[src/pwu_pkg.sv]
// pin wake unit: shared constants, register map and field layout
// assumes an 8-bit register port with a 4-bit word address
package pwu_pkg;

    localparam int NUM_PINS = 8;
    localparam int ADDR_W   = 4;
    localparam int DATA_W   = 8;
    localparam int EVT_W    = 2;

    ////////////////////////////////////////////////////////////////////////////
    // register offsets (word index on the register port)
    localparam logic [ADDR_W-1:0] OFS_STATUS_CONTROL = 4'h0;
    localparam logic [ADDR_W-1:0] OFS_PIN_ENABLE     = 4'h1;
    localparam logic [ADDR_W-1:0] OFS_POLARITY       = 4'h2;
    localparam logic [ADDR_W-1:0] OFS_CLOCK_GATE     = 4'h3;
    localparam logic [ADDR_W-1:0] OFS_EVT_STATUS     = 4'h4;
    localparam logic [ADDR_W-1:0] OFS_EVT_CLEAR      = 4'h5;
    localparam logic [ADDR_W-1:0] OFS_EVT_ENABLE     = 4'h6;

    ////////////////////////////////////////////////////////////////////////////
    // key_irq_status_control fields
    localparam int BIT_DETECT_MODE = 0;
    localparam int BIT_IRQ_ENABLE  = 1;
    localparam int BIT_IRQ_ACK     = 2;
    localparam int BIT_IRQ_FLAG    = 3;
    // clock_gate_reg_two field
    localparam int BIT_CLOCK_GATE  = 0;
    // event status bits
    localparam int EVT_DETECT      = 0;
    localparam int EVT_ACK_REFUSED = 1;

    ////////////////////////////////////////////////////////////////////////////
    // reset values
    localparam logic [DATA_W-1:0]   RST_STATUS_CONTROL = 8'h00;
    localparam logic [NUM_PINS-1:0] RST_PIN_ENABLE     = 8'h00;
    localparam logic [NUM_PINS-1:0] RST_POLARITY       = 8'h00;
    localparam logic                RST_CLOCK_GATE     = 1'h1;
    localparam logic [EVT_W-1:0]    RST_EVT            = 2'h0;

endpackage

[src/pwu_top.sv]
// pin wake unit: eight-pin external interrupt with register port
// assumes pins synchronous to core_clk_i; core_clk_i keeps running in
// light stop, the clock gate bit only models the bus clock gate
//
// The plain strobed port and the register offsets were decided locally.
`timescale 1ns/1ps
module pwu_top
    import pwu_pkg::*;
(
    input  wire logic                core_clk_i,      // 200 MHz core clock
    input  wire logic                reset_i,         // sync reset, active high
    input  wire logic [ADDR_W-1:0]   addr_i,          // register word address
    input  wire logic [DATA_W-1:0]   wdata_i,         // write data
    input  wire logic                wr_i,            // write strobe
    input  wire logic                rd_i,            // read strobe
    output logic      [DATA_W-1:0]   rdata_o,         // read data, cycle after rd_i
    input  wire logic [NUM_PINS-1:0] irq_input_pin_i, // port_a_pins levels
    input  wire logic                wait_mode_i,     // chip in wait
    input  wire logic                light_stop_i,    // chip in light_stop
    input  wire logic                deep_stop_i,     // chip in deep_stop
    input  wire logic                debug_mode_i,    // background debug active
    output logic                     cpu_irq_o,       // interrupt request to cpu
    output logic                     wake_o,          // wake request to power control
    output logic      [NUM_PINS-1:0] pull_down_sel_o, // 1 pulldown, 0 pullup
    output logic                     evt_irq_o        // event status interrupt
);

    logic                detect_mode;
    logic                irq_enable;
    logic                irq_flag;
    logic [NUM_PINS-1:0] pin_enable;
    logic                clock_gate;
    logic [NUM_PINS-1:0] edge_hit;
    logic [NUM_PINS-1:0] level_hit;
    logic [EVT_W-1:0]    evt_status;
    logic [EVT_W-1:0]    evt_enable;
    logic [EVT_W-1:0]    evt_set;
    logic                unit_rst;
    logic                unit_live;
    logic                sc_wr;
    logic                ack_wr;
    logic                flag_set;
    logic                flag_clr;
    logic                next_flag;
    logic                next_irq;
    logic [DATA_W-1:0]   next_rdata;
    logic [NUM_PINS-1:0] pin_active;

    ////////////////////////////////////////////////////////////////////////////
    // deep stop drops the unit back to its reset state
    assign unit_rst  = reset_i | deep_stop_i;
    // light stop keeps sensing even with the bus clock gated off;
    // debug mode deliberately plays no part here
    assign unit_live = (clock_gate | light_stop_i) & ~deep_stop_i;

    assign sc_wr  = wr_i & clock_gate & (addr_i == OFS_STATUS_CONTROL);
    assign ack_wr = sc_wr & wdata_i[BIT_IRQ_ACK];

    ////////////////////////////////////////////////////////////////////////////
    // pin sensing
    pwu_pin_sense u_sense (
        .core_clk_i  (core_clk_i),
        .reset_i     (unit_rst),
        .pins_i      (irq_input_pin_i),
        .polarity_i  (pull_down_sel_o),
        .enable_i    (pin_enable),
        .edge_hit_o  (edge_hit),
        .level_hit_o (level_hit)
    );

    ////////////////////////////////////////////////////////////////////////////
    // shared flag
    assign flag_set = unit_live & (|edge_hit | (detect_mode & |level_hit));
    // level mode refuses the acknowledge while any enabled pin is asserted
    assign flag_clr = ack_wr & (~detect_mode | ~|level_hit);
    assign next_flag = flag_set | (irq_flag & ~flag_clr);
    assign next_irq  = irq_flag & irq_enable;

    always_ff @(posedge core_clk_i) begin
        if (unit_rst) begin
            irq_flag <= RST_STATUS_CONTROL[BIT_IRQ_FLAG];
        end else begin
            irq_flag <= next_flag;
        end
    end

    // registered level, follows flag and enable one cycle later
    always_ff @(posedge core_clk_i) begin
        if (unit_rst) begin
            cpu_irq_o <= 1'b0;
        end else begin
            cpu_irq_o <= next_irq;
        end
    end

    // wake only matters while the chip sleeps
    always_ff @(posedge core_clk_i) begin
        if (unit_rst) begin
            wake_o <= 1'b0;
        end else begin
            wake_o <= next_irq & (wait_mode_i | light_stop_i);
        end
    end

    ////////////////////////////////////////////////////////////////////////////
    // control registers
    always_ff @(posedge core_clk_i) begin
        if (unit_rst) begin
            detect_mode <= RST_STATUS_CONTROL[BIT_DETECT_MODE];
            irq_enable  <= RST_STATUS_CONTROL[BIT_IRQ_ENABLE];
        end else if (sc_wr) begin
            detect_mode <= wdata_i[BIT_DETECT_MODE];
            irq_enable  <= wdata_i[BIT_IRQ_ENABLE];
        end
    end

    always_ff @(posedge core_clk_i) begin
        if (unit_rst) begin
            pin_enable <= RST_PIN_ENABLE;
        end else if (wr_i && clock_gate && addr_i == OFS_PIN_ENABLE) begin
            pin_enable <= wdata_i;
        end
    end

    // polarity doubles as the pull resistor select
    always_ff @(posedge core_clk_i) begin
        if (unit_rst) begin
            pull_down_sel_o <= RST_POLARITY;
        end else if (wr_i && clock_gate && addr_i == OFS_POLARITY) begin
            pull_down_sel_o <= wdata_i;
        end
    end

    // gate stays writable so software can turn the unit back on
    always_ff @(posedge core_clk_i) begin
        if (unit_rst) begin
            clock_gate <= RST_CLOCK_GATE;
        end else if (wr_i && addr_i == OFS_CLOCK_GATE) begin
            clock_gate <= wdata_i[BIT_CLOCK_GATE];
        end
    end

    ////////////////////////////////////////////////////////////////////////////
    // event status block
    assign evt_set[EVT_DETECT]      = flag_set;
    assign evt_set[EVT_ACK_REFUSED] = ack_wr & ~flag_clr;

    pwu_event_status u_evt (
        .core_clk_i (core_clk_i),
        .reset_i    (unit_rst),
        .evt_set_i  (evt_set),
        .clr_wr_i   (wr_i & (addr_i == OFS_EVT_CLEAR)),
        .en_wr_i    (wr_i & (addr_i == OFS_EVT_ENABLE)),
        .wdata_i    (wdata_i[EVT_W-1:0]),
        .status_o   (evt_status),
        .enable_o   (evt_enable),
        .irq_o      (evt_irq_o)
    );

    ////////////////////////////////////////////////////////////////////////////
    // read port: gated unit registers read zero, unmapped reads zero
    always_comb begin
        next_rdata = 8'h00;
        if (rd_i) begin
            case (addr_i)
                OFS_STATUS_CONTROL: begin
                    if (clock_gate) begin
                        next_rdata[BIT_IRQ_FLAG]    = irq_flag;
                        next_rdata[BIT_IRQ_ENABLE]  = irq_enable;
                        next_rdata[BIT_DETECT_MODE] = detect_mode;
                    end
                end
                OFS_PIN_ENABLE: begin
                    if (clock_gate) begin
                        next_rdata = pin_enable;
                    end
                end
                OFS_POLARITY: begin
                    if (clock_gate) begin
                        next_rdata = pull_down_sel_o;
                    end
                end
                OFS_CLOCK_GATE: begin
                    next_rdata[BIT_CLOCK_GATE] = clock_gate;
                end
                OFS_EVT_STATUS: begin
                    next_rdata[EVT_W-1:0] = evt_status;
                end
                OFS_EVT_ENABLE: begin
                    next_rdata[EVT_W-1:0] = evt_enable;
                end
                default: begin
                    next_rdata = 8'h00;
                end
            endcase
        end
    end

    always_ff @(posedge core_clk_i) begin
        if (reset_i) begin
            rdata_o <= 8'h00;
        end else begin
            rdata_o <= next_rdata;
        end
    end

    // independent copy of the pin sense, so the checks do not reuse the sensor
    assign pin_active = ~(irq_input_pin_i ^ pull_down_sel_o);
endmodule

[src/pwu_pin_sense.sv]
// pin wake unit: per-pin edge and level sensing
// assumes pins are already synchronous to core_clk_i
`timescale 1ns/1ps
module pwu_pin_sense
    import pwu_pkg::*;
(
    input  wire logic                core_clk_i,   // core clock
    input  wire logic                reset_i,      // sync reset, also deep stop
    input  wire logic [NUM_PINS-1:0] pins_i,       // irq_input_pin levels
    input  wire logic [NUM_PINS-1:0] polarity_i,   // pin_polarity bits
    input  wire logic [NUM_PINS-1:0] enable_i,     // pin_enable_bit bits
    output logic      [NUM_PINS-1:0] edge_hit_o,   // valid edge this cycle
    output logic      [NUM_PINS-1:0] level_hit_o   // enabled pin asserted
);

    logic [NUM_PINS-1:0] was_asserted;

    for (genvar i = 0; i < NUM_PINS; i++) begin : g_pin
        logic asserted;
        // polarity 0: low is asserted, 1: high is asserted
        assign asserted = (pins_i[i] == polarity_i[i]);
        // starts as asserted so a pin already active is no edge
        always_ff @(posedge core_clk_i) begin
            if (reset_i) begin
                was_asserted[i] <= 1'b1;
            end else begin
                was_asserted[i] <= asserted;
            end
        end
        assign edge_hit_o[i]  = enable_i[i] & ~was_asserted[i] & asserted;
        assign level_hit_o[i] = enable_i[i] & asserted;
    end

endmodule

[src/pwu_event_status.sv]
// pin wake unit: sticky event status, write-one clear, enable, level irq
// assumes one-cycle write strobes from the register decoder
`timescale 1ns/1ps
module pwu_event_status
    import pwu_pkg::*;
(
    input  wire logic             core_clk_i,   // core clock
    input  wire logic             reset_i,      // sync reset, also deep stop
    input  wire logic [EVT_W-1:0] evt_set_i,    // event pulses
    input  wire logic             clr_wr_i,     // write to clear register
    input  wire logic             en_wr_i,      // write to enable register
    input  wire logic [EVT_W-1:0] wdata_i,      // write data
    output logic      [EVT_W-1:0] status_o,     // sticky status
    output logic      [EVT_W-1:0] enable_o,     // enable register
    output logic                  irq_o         // level interrupt
);

    logic [EVT_W-1:0] next_status;
    logic [EVT_W-1:0] next_enable;

    // a set in the clearing cycle survives the clear
    assign next_status = (status_o & ~(clr_wr_i ? wdata_i : RST_EVT)) | evt_set_i;
    assign next_enable = en_wr_i ? wdata_i : enable_o;

    always_ff @(posedge core_clk_i) begin
        if (reset_i) begin
            status_o <= RST_EVT;
            enable_o <= RST_EVT;
            irq_o    <= 1'b0;
        end else begin
            status_o <= next_status;
            enable_o <= next_enable;
            irq_o    <= |(next_status & next_enable);
        end
    end

endmodule

[config.mk]
export PLATFORM = sky130hd
export DESIGN_NAME = pwu_top
export DESIGN_NICKNAME = d
export VERILOG_FILES = /design/src/pwu_pkg.sv /design/src/pwu_top.sv /design/src/pwu_pin_sense.sv /design/src/pwu_event_status.sv
export SDC_FILE = /design/constraint.sdc
export NUM_CORES = 1
export LEC_CHECK = 0
export BUFFER_PORTS_ARGS = -buffer_cell sky130_fd_sc_hd__clkbuf_2
export CELL_PAD_IN_SITES_DETAIL_PLACEMENT = 1
export CELL_PAD_IN_SITES_GLOBAL_PLACEMENT = 1
export CORE_MARGIN = 4
export CORE_UTILIZATION = 30
export CTS_CLUSTER_SIZE = 24
export DETAILED_ROUTE_END_ITERATION = 7
export PLACE_DENSITY_LB_ADDON = 0.1
export SLEW_MARGIN = 10
export SYNTH_ARGS = -nofsm -noshare
export SYNTH_HDL_FRONTEND = slang
export SYNTH_SLANG_ARGS = --single-unit
[constraint.sdc]
create_clock -name core_clk_i -period 1.85 [get_ports core_clk_i]
set_input_delay 0.2775 -clock core_clk_i [delete_from_list [all_inputs] [get_ports core_clk_i]]
set_output_delay 0.2775 -clock core_clk_i [all_outputs]
set_load 0.02 [all_outputs]
* Word level (Yosys, flattened, before mapping)
Index checks and enable logic that the tools add are counted.
Storage, ports and cells: input port bits 28, output and inout bits 19, bits in registers 43, logic and storage cells 114
Operators by class: reductions and logical operators 10, equality and inequality tests 14, muxes and demuxes 11, bitwise operators 59
Operators with widths (number):
- 1-bit AND | 37
- 8-bit 2-to-1 mux | 2
- 8-bit OR reduction | 2
- 4-bit by 3-bit equality test with 1-bit output (second input constant) | 3
- 1-bit NOT | 12
- 1-bit equality test | 8
- 4-bit by 2-bit equality test with 1-bit output (second input constant) | 2
- 4-bit one-hot mux with 2 select lines | 1
- 2-bit 2-to-1 mux | 3
- 1-bit bitwise OR | 6
- 1-bit one-hot mux with 6 select lines | 1
- 1-bit one-hot mux with 5 select lines | 1
- 2-bit AND | 2
- 4-bit by 1-bit equality test with 1-bit output (second input constant) | 1
- 1-bit logical AND | 4
- 4-bit zero test | 1
- 2-bit OR reduction | 2
- 1-bit one-hot mux with 3 select lines | 1
- 2-bit NOT | 1
- 2-bit bitwise OR | 1
- 1-bit one-hot mux with 2 select lines | 1
- 1-bit zero test | 1
- 1-bit 2-to-1 mux | 1

* Logic depth before layout (Yosys ltp)
Gate-level depths: netlist of the first run.
word-level depth 11, gate-level depth with buffers 7

* By module
A second synthesis of the first run with hierarchy kept.
Second synthesis, totals: cell total of the unflattened synthesis 223, area, all modules 1875.5 um^2
Modules (own cells, without submodules):
- pwu_top | sequential area each 600.6 um^2, times used 1, area an instance 1327.5 um^2, cells each 158
- pwu_pin_sense | sequential area each 160.2 um^2, times used 1, area an instance 380.4 um^2, cells each 48
- pwu_event_status | sequential area each 100.1 um^2, times used 1, area an instance 167.7 um^2, cells each 17

* Worst setup path before layout of the first run
OpenSTA, ideal clock, no wires.
path kind register -> register, start point register pull_down_sel_o[2], end point register u_evt.irq_o, data required time 1.722 ns, arrival 1.409 ns, setup slack 0.313 ns, clock period less this slack 1.537 ns, stages on the path, launching flop included 6, cells stage by stage dfxtp_1 -> xnor2_1 -> a22oi_1 -> a41oi_2 -> o31ai_4 -> o221ai_2
On the way: longest elaborated chain between the ends 11, elaborated cells between the ends (all ways) 16, classes of those cells eq/ne (1); bitwise (11); reduce/logical (4)
Ends and longest elaborated chain:
- start, declared | line pwu_top.sv:24 | output logic [NUM_PINS-1:0] pull_down_sel_o,
- start signal, assigned | line pwu_top.sv:130 | pull_down_sel_o <= wdata_i;
- 1-bit equality test (*) | line pwu_pin_sense.sv:21 | assign asserted = (pins_i[i] == polarity_i[i]);
- 1-bit AND | line pwu_pin_sense.sv:31 | assign level_hit_o[i] = enable_i[i] & asserted;
- 8-bit OR reduction | line pwu_top.sv:73, pwu_top.sv:75
- 1-bit zero test | line pwu_top.sv:75 | assign flag_clr = ack_wr & (~detect_mode | ~|level_hit);
- 1-bit bitwise OR | line pwu_top.sv:75
- 1-bit AND | line pwu_top.sv:75
- 1-bit NOT | line pwu_top.sv:146 | assign evt_set[EVT_ACK_REFUSED] = ack_wr & ~flag_clr;
- 1-bit AND | line pwu_top.sv:146
- 2-bit bitwise OR (*) | line pwu_event_status.sv:22 | assign next_status = (status_o & ~(clr_wr_i ? wdata_i : RST_EVT)) | evt_set_i;
- 2-bit AND (*) | line pwu_event_status.sv:33 | irq_o <= |(next_status & next_enable);
- 2-bit OR reduction (*) | line pwu_event_status.sv:33
- end signal, assigned | line pwu_event_status.sv:33
- end, declared | line pwu_event_status.sv:15 | output logic irq_o
Mark *: on every way between the ends. The rest lies on a longest branch, timed or not. A chain may end at the register's enable or synchronous reset.

* Worst setup path in the final report of the first run
start point register pull_down_sel_o[4], end point register u_evt.irq_o
Same word-level chain as after synthesis.

==> results of run 1 <==
## how the worst max path moves through the flow
| stage | endpoint | start | slack [ns] | depth (start not counted) |
|---|---|---|---|---|
| floorplan | u_evt.irq_o$_SDFF_PP0_ | pull_down_sel_o[2]$_SDFFE_PP0P_ | 0.31 | 5 |
| global placement | u_evt.irq_o$_SDFF_PP0_ | irq_input_pin_i[4] | 0.19 | 6 |
| detailed placement | u_evt.irq_o$_SDFF_PP0_ | irq_input_pin_i[4] | 0.20 | 6 |
| CTS | u_evt.irq_o$_SDFF_PP0_ | pull_down_sel_o[4]$_SDFFE_PP0P_ | 0.18 | 5 |
| global route | u_evt.irq_o$_SDFF_PP0_ | pull_down_sel_o[4]$_SDFFE_PP0P_ | 0.12 | 5 |
| finish | u_evt.irq_o$_SDFF_PP0_ | pull_down_sel_o[4]$_SDFFE_PP0P_ | 0.21 | 5 |
## through the flow
step	instances	area [sq um]
2_1_floorplan	191	1821
3_3_place_gp	313	2173
3_5_place_dp	313	2173
4_1_cts	320	2261
5_1_grt	320	2261
6_report	320	2261
## logic make-up after synthesis
kind of cell / share of synthesized area, %
AND/OR/NAND/NOR: 22.06
flip-flops: 47.29
AO/OA/AOI/OAI: 12.78
multiplexers: 11.75
buffers and inverters: 2.268
XOR/XNOR: 3.849
## layout make-up
cell class	count	area (sq um)	area share, %
Clock inverter	1	5.005	0.2214
Tap cell	75	93.84	4.151
Multi-Input combinational cell	138	918.4	40.62
Timing Repair Buffer	53	285.3	12.62
Clock buffer	6	82.58	3.652
Sequential cell	43	860.8	38.07
Inverter	4	15.01	0.6641
## critical path, stage by stage, from the launching register on
cell and delay, ns:
dfxtp_1 0.40, xnor2_1 0.13, a22oi_1 0.27, a41oi_2 0.22
o31ai_4 0.38, o221ai_2 0.12
## where the power goes
part	leakage [nW]	switching [W]	internal (W)
logic	0.571	0.0000781	0.0000585
registers	0.348	0.00000363	0.000934
clock network	0.0470	0.000312	0.000293
total	0.966	0.000394	0.00129
## sequential cells by signal (all words and copies together) (netlist names), 2 cells and up
register and count:
pin_enable 8, pull_down_sel_o 8, rdata_o 8, u_sense.was_asserted 8, u_evt.status_o 2, u_evt.enable_o 2
## metal layers
metal  global-route usage [%]  routed length [microns]  up-vias
met4                    4.748                       69        0
met3                    3.074                      212        7
met5                        0                        0        -
li1                         -                        -      768
met2                    23.55                     2396       31
met1                    17.94                     2293      732
## Yosys cell counts
| library cell | instances |
|---|---|
| o221ai_1 | 1 |
| o21ai_1 | 1 |
| mux2_2 | 3 |
| a22oi_1 | 10 |
| nor3_1 | 1 |
| and2b_1 | 1 |
| nand2b_1 | 10 |
| o21a_1 | 1 |
| o221ai_2 | 1 |
| nand3b_1 | 8 |
| nand3_1 | 3 |
| clkbuf_1 | 3 |
| o21ai_0 | 3 |
| nand2_1 | 13 |
| a41oi_2 | 1 |
| nor3b_1 | 2 |
| nor2_1 | 33 |
| a32oi_1 | 1 |
| nor2b_1 | 1 |
| or3_1 | 1 |
| inv_1 | 3 |
| nand3_2 | 2 |
| buf_2 | 3 |
| a21oi_1 | 7 |
| a21o_1 | 1 |
| o31ai_4 | 1 |
| or2_0 | 1 |
| inv_2 | 1 |
| and3_1 | 2 |
| o2111ai_1 | 2 |
| xnor2_1 | 8 |
| dfxtp_1 | 43 |
| nor3b_2 | 1 |
| mux2i_1 | 18 |
==> run_results.csv, run 1 <==
group,metric,value,unit
power,vdd_ir_drop_max,0.2880,mV
synth,ys_ff_latch,43,
worst_setup_path,worstPathMaxFanout,4,
synth,synth_cell_types,34,
hold_path,hold_path_depth,2,
grt,grt_max_degree,13,
cells_and_area,layout-drive-gt1-share,28.57,%
timing,setup_ws,0.2050,ns
clocking,htreeDepth,2,
timing,timing.fmax,607.9,MHz
drt,wire_per_inst,15.53,microns
timing,rsz0062_at_grt,"no",
worst_setup_path,worstReg2RegStart,"pull_down_sel_o[4]$_SDFFE_PP0P_",
drt,vias,1538,
clocking,post_cts_buffers,0,
power,p_total,0.001679,W
cells_and_area,antenna_cells,0,
timing,slew_violations,0,
worst_setup_path,path_class,"register to register",
floorplanning,initial_utilization,30.75,%
drt,drt_wl_total,4.971,mm
floorplanning,dieWidth,85.90,microns
hold_path,hp-class,"primary input to register",
hold_path,hold-path-endpoint,"wake_o$_SDFF_PP0_",
drt,drtIter0Drc,40,
floorplanning,coreArea,0.005921,sq mm
synth,synthesis.nets,219,
clocking,numCtsBuffers,5,
placed_design,gp_congestion,0.7334,
cells_and_area,final_cell_mix,"clkbuf_2 (45), dfxtp_1 (43), nor2_1 (33), mux2i_1 (18), nand2_1 (13)",
cells_and_area,area_delta_synth_final,24.19,%
floorplanning,row_count,28,
grt,grt_pass1_vias,1573,
cells_and_area,fillers,705,
clocking,ctsHoldBuffers,0,
grt,antenna_found_initial,0,
drt,drtPass1Iterations,4,
synth,yosysWarnings,0,
timing,worstMarginPinSlew,0.3865,ns
grt,overflow,0,
drt,ant_nets,0,
synth,syn_inst,191,
timing,skew,0.005501,ns
timing,setup_viol,0,
worst_setup_path,arrival,1.82,ns
drt,drc,0,
clocking,clk_pin_slew,0.08,ns
floorplanning,die-area,0.007379,sq mm
cells_and_area,final_common_cell,"clkbuf_2",
cells_and_area,final_nets,273,
clocking,clock_sinks,43,
floorplanning,num_io_pins,47,
job,cap_violations,0,
status,status,"finished, final reports clean",
cells_and_area,final_util,38.19,%
timing,finalCriticalPeriod,1.645,ns
worst_setup_path,required,2.02,ns
clocking,cts-resized-gates,0,
synth,synth_top_area_share,47.29,%
timing,fin_setup_tns,0,ns
placed_design,io_buffer_count,45,
power,power_density,742.8,mW/mm^2
hold_path,min-delay-start,"wait_mode_i",
clocking,tritoncts,"built",
synth,synth_area_leaders,"dfxtp_1 (47%), mux2i_1 (9.9%), nor2_1 (6.8%)",
synth,synth_top_cell_by_area,"dfxtp_1",
power,p_leak,0.9657,nW
grt,groute.usage.overall,14.10,%
worst_setup_path,reg2reg_depth,5,
floorplanning,fp.dieH,85.90,microns
grt,grt_first_pass_wirelength,7.921,mm
timing,timing.hold.ws,0.1952,ns
worst_setup_path,critPathCaptureType,"register",
drt,viasPerCell,4.806,
clocking,cts_root_buf,"clkbuf_8",
synth,synth_seq_area_share,47.29,%
clocking,cts_buffer_depth,2,
placed_design,dpl_worst_slack,0.1955,ns
timing,fin_crit_sh,88.92,%
worst_setup_path,rrSetupSlack,0.21,ns
synth,synth.avg_cell_area,9.531,sq um
clocking,clock_latency,0.29,ns
synth,synthesis.area,0.001820,sq mm
worst_setup_path,cp-start-kind,"register",
timing,hold_viol,0,
worst_setup_path,r2r-end,"u_evt.irq_o$_SDFF_PP0_",
placed_design,dp_hpwl,3.817,mm
timing,slew-limit-headroom,74.20,%
Power figures use the tool's default switching activity.
==> run 2: changes to the inputs <==
--- a/config.mk
+++ b/config.mk
@@ -5,13 +5,15 @@
 export SDC_FILE = /design/constraint.sdc
 export NUM_CORES = 1
 export LEC_CHECK = 0
+export ABC_AREA = 1
 export BUFFER_PORTS_ARGS = -buffer_cell sky130_fd_sc_hd__clkbuf_2
-export CELL_PAD_IN_SITES_DETAIL_PLACEMENT = 1
+export CELL_PAD_IN_SITES_DETAIL_PLACEMENT = 0
 export CELL_PAD_IN_SITES_GLOBAL_PLACEMENT = 1
 export CORE_MARGIN = 4
 export CORE_UTILIZATION = 30
 export CTS_CLUSTER_SIZE = 24
 export DETAILED_ROUTE_END_ITERATION = 7
+export MAX_ROUTING_LAYER = met4
 export PLACE_DENSITY_LB_ADDON = 0.1
 export SLEW_MARGIN = 10
 export SYNTH_ARGS = -nofsm -noshare
==> run 2 against run 1 <==
  * Critical endpoint unchanged
  * Area after synthesis rose by 9.3%
  * Maximum frequency rose by 12%
  * Non-clock buffer count down 7
  * Hold slack got worse by 0.015 ns
  * Sequential share of layout area down 1.6 points
  * Synthesized cell count is 45% higher
==> run_results.csv, run 2 <==
group,metric,value,unit
status,status,"finished, final reports clean",
worst_setup_path,crit_path_cell_trace,"inv_1 -> nand2_1 -> nand3_1 -> nand2_1 -> nor2_1 -> nand2_1 -> nand2_1 -> nand2_1 -> nand2_1 -> nand2_1 -> nand2_1 -> nand2_1",
timing,hold_viol,0,
grt,overflow,0,
worst_setup_path,critPathSlowestCell,"dfxtp_1",
grt,groute.usage.overall,14.55,%
clocking,htreeDepth,2,
grt,grt_max_degree,27,
timing,setup_ws,0.3874,ns
timing,timing.fmax,683.7,MHz
drt,vias,1840,
clocking,post_cts_buffers,0,
drt,viasPerCell,4.589,
clocking,cts_buffer_depth,2,
synth,synth.avg_cell_area,7.213,sq um
timing,slew-limit-headroom,79.04,%
cells_and_area,final_cell_mix,"nand2_1 (61), clkbuf_2 (45), dfxtp_1 (43), inv_1 (42), a21oi_1 (29)",
synth,ys_ff_latch,43,
grt,grt_pass1_vias,1699,
synth,synth_common_cells,"nand2_1 (61), dfxtp_1 (43), inv_1 (42)",
power,cell_internal_pwr,0.001237,W
power,p_leak,1.057,nW
worst_setup_path,cp-start-kind,"register",
clocking,clk_pin_slew,0.07,ns
timing,fin_setup_tns,0,ns
floorplanning,fp.dieH,89.46,microns
synth,synth_edf_count,0,
synth,ys.flop_type,"dfxtp_1",
power,switching_share,25.04,%
worst_setup_path,worstPathMaxFanout,3,
drt,drt_wl_total,5.160,mm
timing,skew,0.009934,ns
grt,grt_first_pass_wirelength,8.397,mm
cells_and_area,antenna_cells,0,
drt,drtIter0Drc,89,
clocking,cts-resized-gates,0,
timing,fin_crit_sh,79.06,%
drt,drtPass1Iterations,4,
timing,rsz0062_at_grt,"no",
power,power_density,698.8,mW/mm^2
placed_design,io_buffer_count,45,
worst_setup_path,path_buf_inv,1,
placed_design,dp_hpwl,3.931,mm
power,vdd_ir_drop_max,0.2801,mV
timing,finalCriticalPeriod,1.463,ns
worst_setup_path,reg2reg_depth,12,
cells_and_area,area_delta_synth_final,18.67,%
synth,synthesis.nets,304,
worst_setup_path,arrival,1.65,ns
synth,ys_async_sr_fraction,0,%
synth,synth_area_leaders,"dfxtp_1 (43%), nand2_1 (12%), inv_1 (7.9%)",
clocking,tritoncts,"built",
worst_setup_path,crit_cells,12,
worst_setup_path,critPathCaptureType,"register",
drt,ant_nets,0,
cells_and_area,layout-drive-gt1-share,21.91,%
synth,yosysWarnings,0,
floorplanning,dieWidth,89.46,microns
hold_path,hold_path_depth,2,
drt,drc,0,
timing,setup_viol,0,
cells_and_area,final_common_cell,"nand2_1",
floorplanning,num_io_pins,47,
synth,synth_top_cell_by_area,"dfxtp_1",
clocking,ctsHoldBuffers,0,
hold_path,hp-class,"primary input to register",
floorplanning,initial_utilization,31.17,%
timing,worstMarginPinSlew,0.3141,ns
timing,slew_violations,0,
power,clockPowerShare,33.9,%
synth,synthesis.area,0.001991,sq mm
worst_setup_path,crit_top_cell,"nand2_1",
floorplanning,coreArea,0.006386,sq mm
floorplanning,row_count,29,
placed_design,dpl_worst_slack,0.3277,ns
clocking,numCtsBuffers,5,
power,power.switching,0.0004133,W
synth,syn_inst,276,
worst_setup_path,max_stage_delay,0.32,ns
power,comb_power_share,9.1,%
synth,synth_top_area_share,43.24,%
floorplanning,die-area,0.008003,sq mm
drt,wire_per_inst,12.87,microns
synth,synth.most_common_cell,"nand2_1",
synth,synth_cell_types,26,
clocking,cts_root_buf,"clkbuf_8",
synth,synth_seq_area_share,43.24,%
clocking,clock_sinks,43,
job,cap_violations,0,
worst_setup_path,path_class,"register to register",
cells_and_area,final_nets,353,
worst_setup_path,required,2.04,ns
power,pwr-share-seq,57.0,%
clocking,clock_latency,0.30,ns
worst_setup_path,critical-path-top-delay-family,"simple AND/OR/NAND/NOR gates",
grt,antenna_found_initial,0,
placed_design,gp_congestion,0.7359,
run 2: changes by cell type after synthesis, sizes merged, moves of 6 or more:
cell    previous run  this run
a21oi              7        29
a22oi             10         0
inv                4        45
mux2i             18         0
nand2             13        67
nand2b            10         0
nand3              5        26
nand3b             8         0
nor2              33        27
o21ai              4        24
xnor2              8         0
run 2: path summary, 6_finish.rpt:
| kind | from | endpoint | slack (ns) |
|---|---|---|---|
| setup / recovery | pull_down_sel_o[0]$_SDFFE_PP0P_ | u_evt.irq_o$_SDFF_PP0_ | 0.39 |
| hold / removal | wait_mode_i | wake_o$_SDFF_PP0_ | 0.18 |
| setup reg to reg | pull_down_sel_o[0]$_SDFFE_PP0P_ | u_evt.irq_o$_SDFF_PP0_ | 0.39 |
| hold reg to reg | irq_flag$_SDFF_PP0_ | irq_flag$_SDFF_PP0_ | 0.46 |
run 2: area by class of cell:
cell class	count	area, sq um
repair buffers	46	232.7
well taps	77	96.34
inverters	46	173.9
flip-flops and latches	43	860.8
clock buffers	6	72.57
multi-input cells	183	925.9
fillers	717	4024
run 2: per-layer routing:
| metal | routed length, microns | part of all wire [%] | GRT usage, % | vias to the layer above |
|---|---|---|---|---|
| met2 | 2233 | 43 | 21.77 | 42 |
| met4 | 65 | 1.3 | 4.060 | 0 |
| met1 | 2610 | 51 | 19.64 | 811 |
| met5 | 0 | 0 | - | - |
| met3 | 250 | 4.8 | 3.318 | 7 |
| li1 | - | - | - | 980 |
run 2: power groups by stage:
stage          registers [W]   logic, W  clock network [W]
6_report            0.000941   0.000151           0.000559
5_1_grt             0.000942   0.000170           0.000621
4_1_cts             0.000941   0.000152           0.000583
3_5_place_dp        0.000963   0.000151                  0
3_3_place_gp        0.000963   0.000152                  0
2_1_floorplan       0.000964  0.0000819                  0
run 2: kinds of logic (layout without fill, tap and decap cells):
logic type,Yosys count,after routing,share of synthesized area [%]
simple gates,122,122,30.36
compound gates,61,61,16.15
buf+inv,50,98,10.24
flops,43,43,43.24
run 2: through the flow:
step / power (W) / utilization (%) / hold slack [ns] / std cells / area, sq um
finish: 0.001651 / 36.99 / 0.1806 / 401 / 2362
global route: 0.001733 / 36.99 / 0.1764 / 401 / 2362
CTS: 0.001676 / 36.99 / 0.1802 / 401 / 2362
detailed placement: 0.001114 / 35.85 / 0.4507 / 395 / 2290
global placement: 0.001115 / 35.85 / 0.4519 / 395 / 2290
floorplan: 0.001046 / - / 0.3877 / 276 / 1991
run 2: worst reg2reg max path: stages, from the launching register on:
cell	delay (ns)
dfxtp_1	0.32
inv_1	0.12
nand2_1	0.10
nand3_1	0.08
nand2_1	0.07
nor2_1	0.13
nand2_1	0.07
nand2_1	0.11
nand2_1	0.08
nand2_1	0.12
nand2_1	0.07
nand2_1	0.06
nand2_1	0.04
==> run 3: changes to the inputs <==
==> constraint.sdc (replaced) <==
create_clock -name core_clk_i -period 1.5 [get_ports core_clk_i]
set_input_delay 0.225 -clock core_clk_i [delete_from_list [all_inputs] [get_ports core_clk_i]]
set_output_delay 0.225 -clock core_clk_i [all_outputs]
set_load 0.02 [all_outputs]
==> run 3 against run 2 <==
  * Hold slack worse by 0.053 ns
  * Highest routed layer unchanged
  * Critical path type unchanged
  * Utilization grew 1.7 points
  * Power grew 32%
  * Largest power group unchanged
==> run_results.csv, run 3 (synthesis results as in run 2) <==
group,metric,value,unit
worst_setup_path,path_class,"register to register",
grt,grt_max_degree,27,
grt,grt_first_pass_wirelength,8.369,mm
status,status,"finished, final reports clean",
grt,antenna_found_initial,0,
timing,setup_ws,0.1865,ns
placed_design,io_buffer_count,45,
drt,drtPass1Iterations,4,
worst_setup_path,worstPathMaxFanout,4,
cells_and_area,fillers,708,
drt,viasPerCell,4.496,
cells_and_area,area.sequential,868.3,sq um
timing,rsz0062_at_grt,"no",
job,cap_violations,0,
clocking,clock_latency,0.29,ns
cells_and_area,final_util,38.71,%
placed_design,dp_hpwl,3.934,mm
timing,worstMarginPinSlew,0.2810,ns
cells_and_area,layout-drive-gt1-share,29.82,%
cells_and_area,area_delta_synth_final,24.20,%
worst_setup_path,required,1.70,ns
worst_setup_path,critPathSlowestCell,"dfxtp_2",
clocking,htreeDepth,2,
grt,groute.usage.overall,14.34,%
floorplanning,die-area,0.008003,sq mm
drt,drt_wl_total,5.188,mm
clocking,ctsHoldBuffers,0,
clocking,numCtsBuffers,5,
cells_and_area,final_nets,359,
timing,skew,0.006162,ns
timing,timing.fmax,761.3,MHz
timing,slew_violations,0,
drt,ant_nets,0,
worst_setup_path,crit_path_cell_trace,"inv_1 -> nand2_2 -> nand3_1 -> nand2_1 -> nor2_2 -> nand2_1 -> nand2_2 -> nand2_1 -> nand2_2 -> nand2_2 -> nand2_1 -> nand2_1",
drt,drc,0,
floorplanning,fp.dieH,89.46,microns
floorplanning,dieWidth,89.46,microns
placed_design,dpl_worst_slack,0.08803,ns
clocking,tritoncts,"built",
worst_setup_path,arrival,1.51,ns
timing,setup_viol,0,
power,cell_internal_pwr,0.001644,W
timing,slew-limit-headroom,81.07,%
timing,timing.hold.ws,0.1277,ns
worst_setup_path,path_buf_inv,1,
drt,drtIter0Drc,55,
floorplanning,coreArea,0.006386,sq mm
worst_setup_path,crit_top_cell,"nand2_1",
clocking,clk_pin_slew,0.08,ns
power,switching_share,24.57,%
hold_path,hp-class,"primary input to register",
power,p_leak,1.107,nW
placed_design,gp_congestion,0.7766,
clocking,clock_sinks,43,
worst_setup_path,critPathCaptureType,"register",
timing,fin_setup_tns,0,ns
cells_and_area,antenna_cells,0,
cells_and_area,final_cell_mix,"nand2_1 (51), clkbuf_2 (45), inv_1 (40), dfxtp_1 (37), a21oi_1 (29)",
cells_and_area,multi_input_area,955.9,sq um
floorplanning,num_io_pins,47,
power,vdd_ir_drop_max,0.4236,mV
power,comb_power_share,9.0,%
timing,hold_viol,0,
timing,fin_crit_sh,87.56,%
cells_and_area,finalInstanceArea,0.002472,sq mm
power,power.switching,0.0005354,W
clocking,cts_root_buf,"clkbuf_8",
worst_setup_path,critical-path-top-delay-family,"simple AND/OR/NAND/NOR gates",
clocking,cts_buffer_depth,2,
floorplanning,row_count,29,
grt,overflow,0,
power,pwr-share-seq,53.2,%
grt,grt_pass1_vias,1698,
cells_and_area,final_common_cell,"nand2_1",
floorplanning,initial_utilization,31.17,%
worst_setup_path,max_stage_delay,0.34,ns
drt,wire_per_inst,12.68,microns
placed_design,place_area,0.002327,sq mm
power,power_density,881.4,mW/mm^2
timing,finalCriticalPeriod,1.313,ns
power,clockPowerShare,37.7,%
drt,vias,1839,
worst_setup_path,cp-start-kind,"register",
[run 3: through the flow]
stage,cells,total power [W]
after global placement,400,0.001379
after CTS,408,0.002204
after global routing,409,0.002291
final,409,0.002179
after floorplan,276,0.001289
after detailed placement,400,0.001379
[run 3: final cells by class]
cell class | count | share of cell area (%)
tap | 77 | 3.897
multi-input combinational | 183 | 38.66
sequential | 43 | 35.12
inverter | 46 | 7.034
timing repair buffer | 52 | 11.23
clock buffer | 8 | 4.049
[run 3: power groups by stage]
stage / logic, W / registers [W] / clock network (W)
floorplan: 0.000101 / 0.00119 / 0
detailed placement: 0.000192 / 0.00119 / 0
global route: 0.000221 / 0.00116 / 0.000908
CTS: 0.000193 / 0.00116 / 0.000851
global placement: 0.000192 / 0.00119 / 0
finish: 0.000197 / 0.00116 / 0.000822
[run 3: repair_timing]
action                                  in CTS  in global routing
endpoints found under the setup margin       0                  4
resized for setup                            0                 20
setup buffers                                0                  1
[run 3: routing by layer]
metal,vias to the layer above,GRT usage (%),wire length (microns)
met1,796,20.17,2732
met2,42,20.83,2162
met4,0,4.060,48
met3,4,2.765,245
li1,997,-,-
met5,-,-,0
[run 3: path summary, 6_finish.rpt]
path | slack (ns) | cells past startpoint | start | to
worst max-delay path | 0.19 | 12 | pull_down_sel_o[4]$_SDFFE_PP0P_ | u_evt.irq_o$_SDFF_PP0_
worst min-delay path | 0.13 | 2 | wait_mode_i | wake_o$_SDFF_PP0_
worst max register to register | 0.19 | 12 | pull_down_sel_o[4]$_SDFFE_PP0P_ | u_evt.irq_o$_SDFF_PP0_
worst min register to register | 0.47 | 2 | irq_flag$_SDFF_PP0_ | irq_flag$_SDFF_PP0_
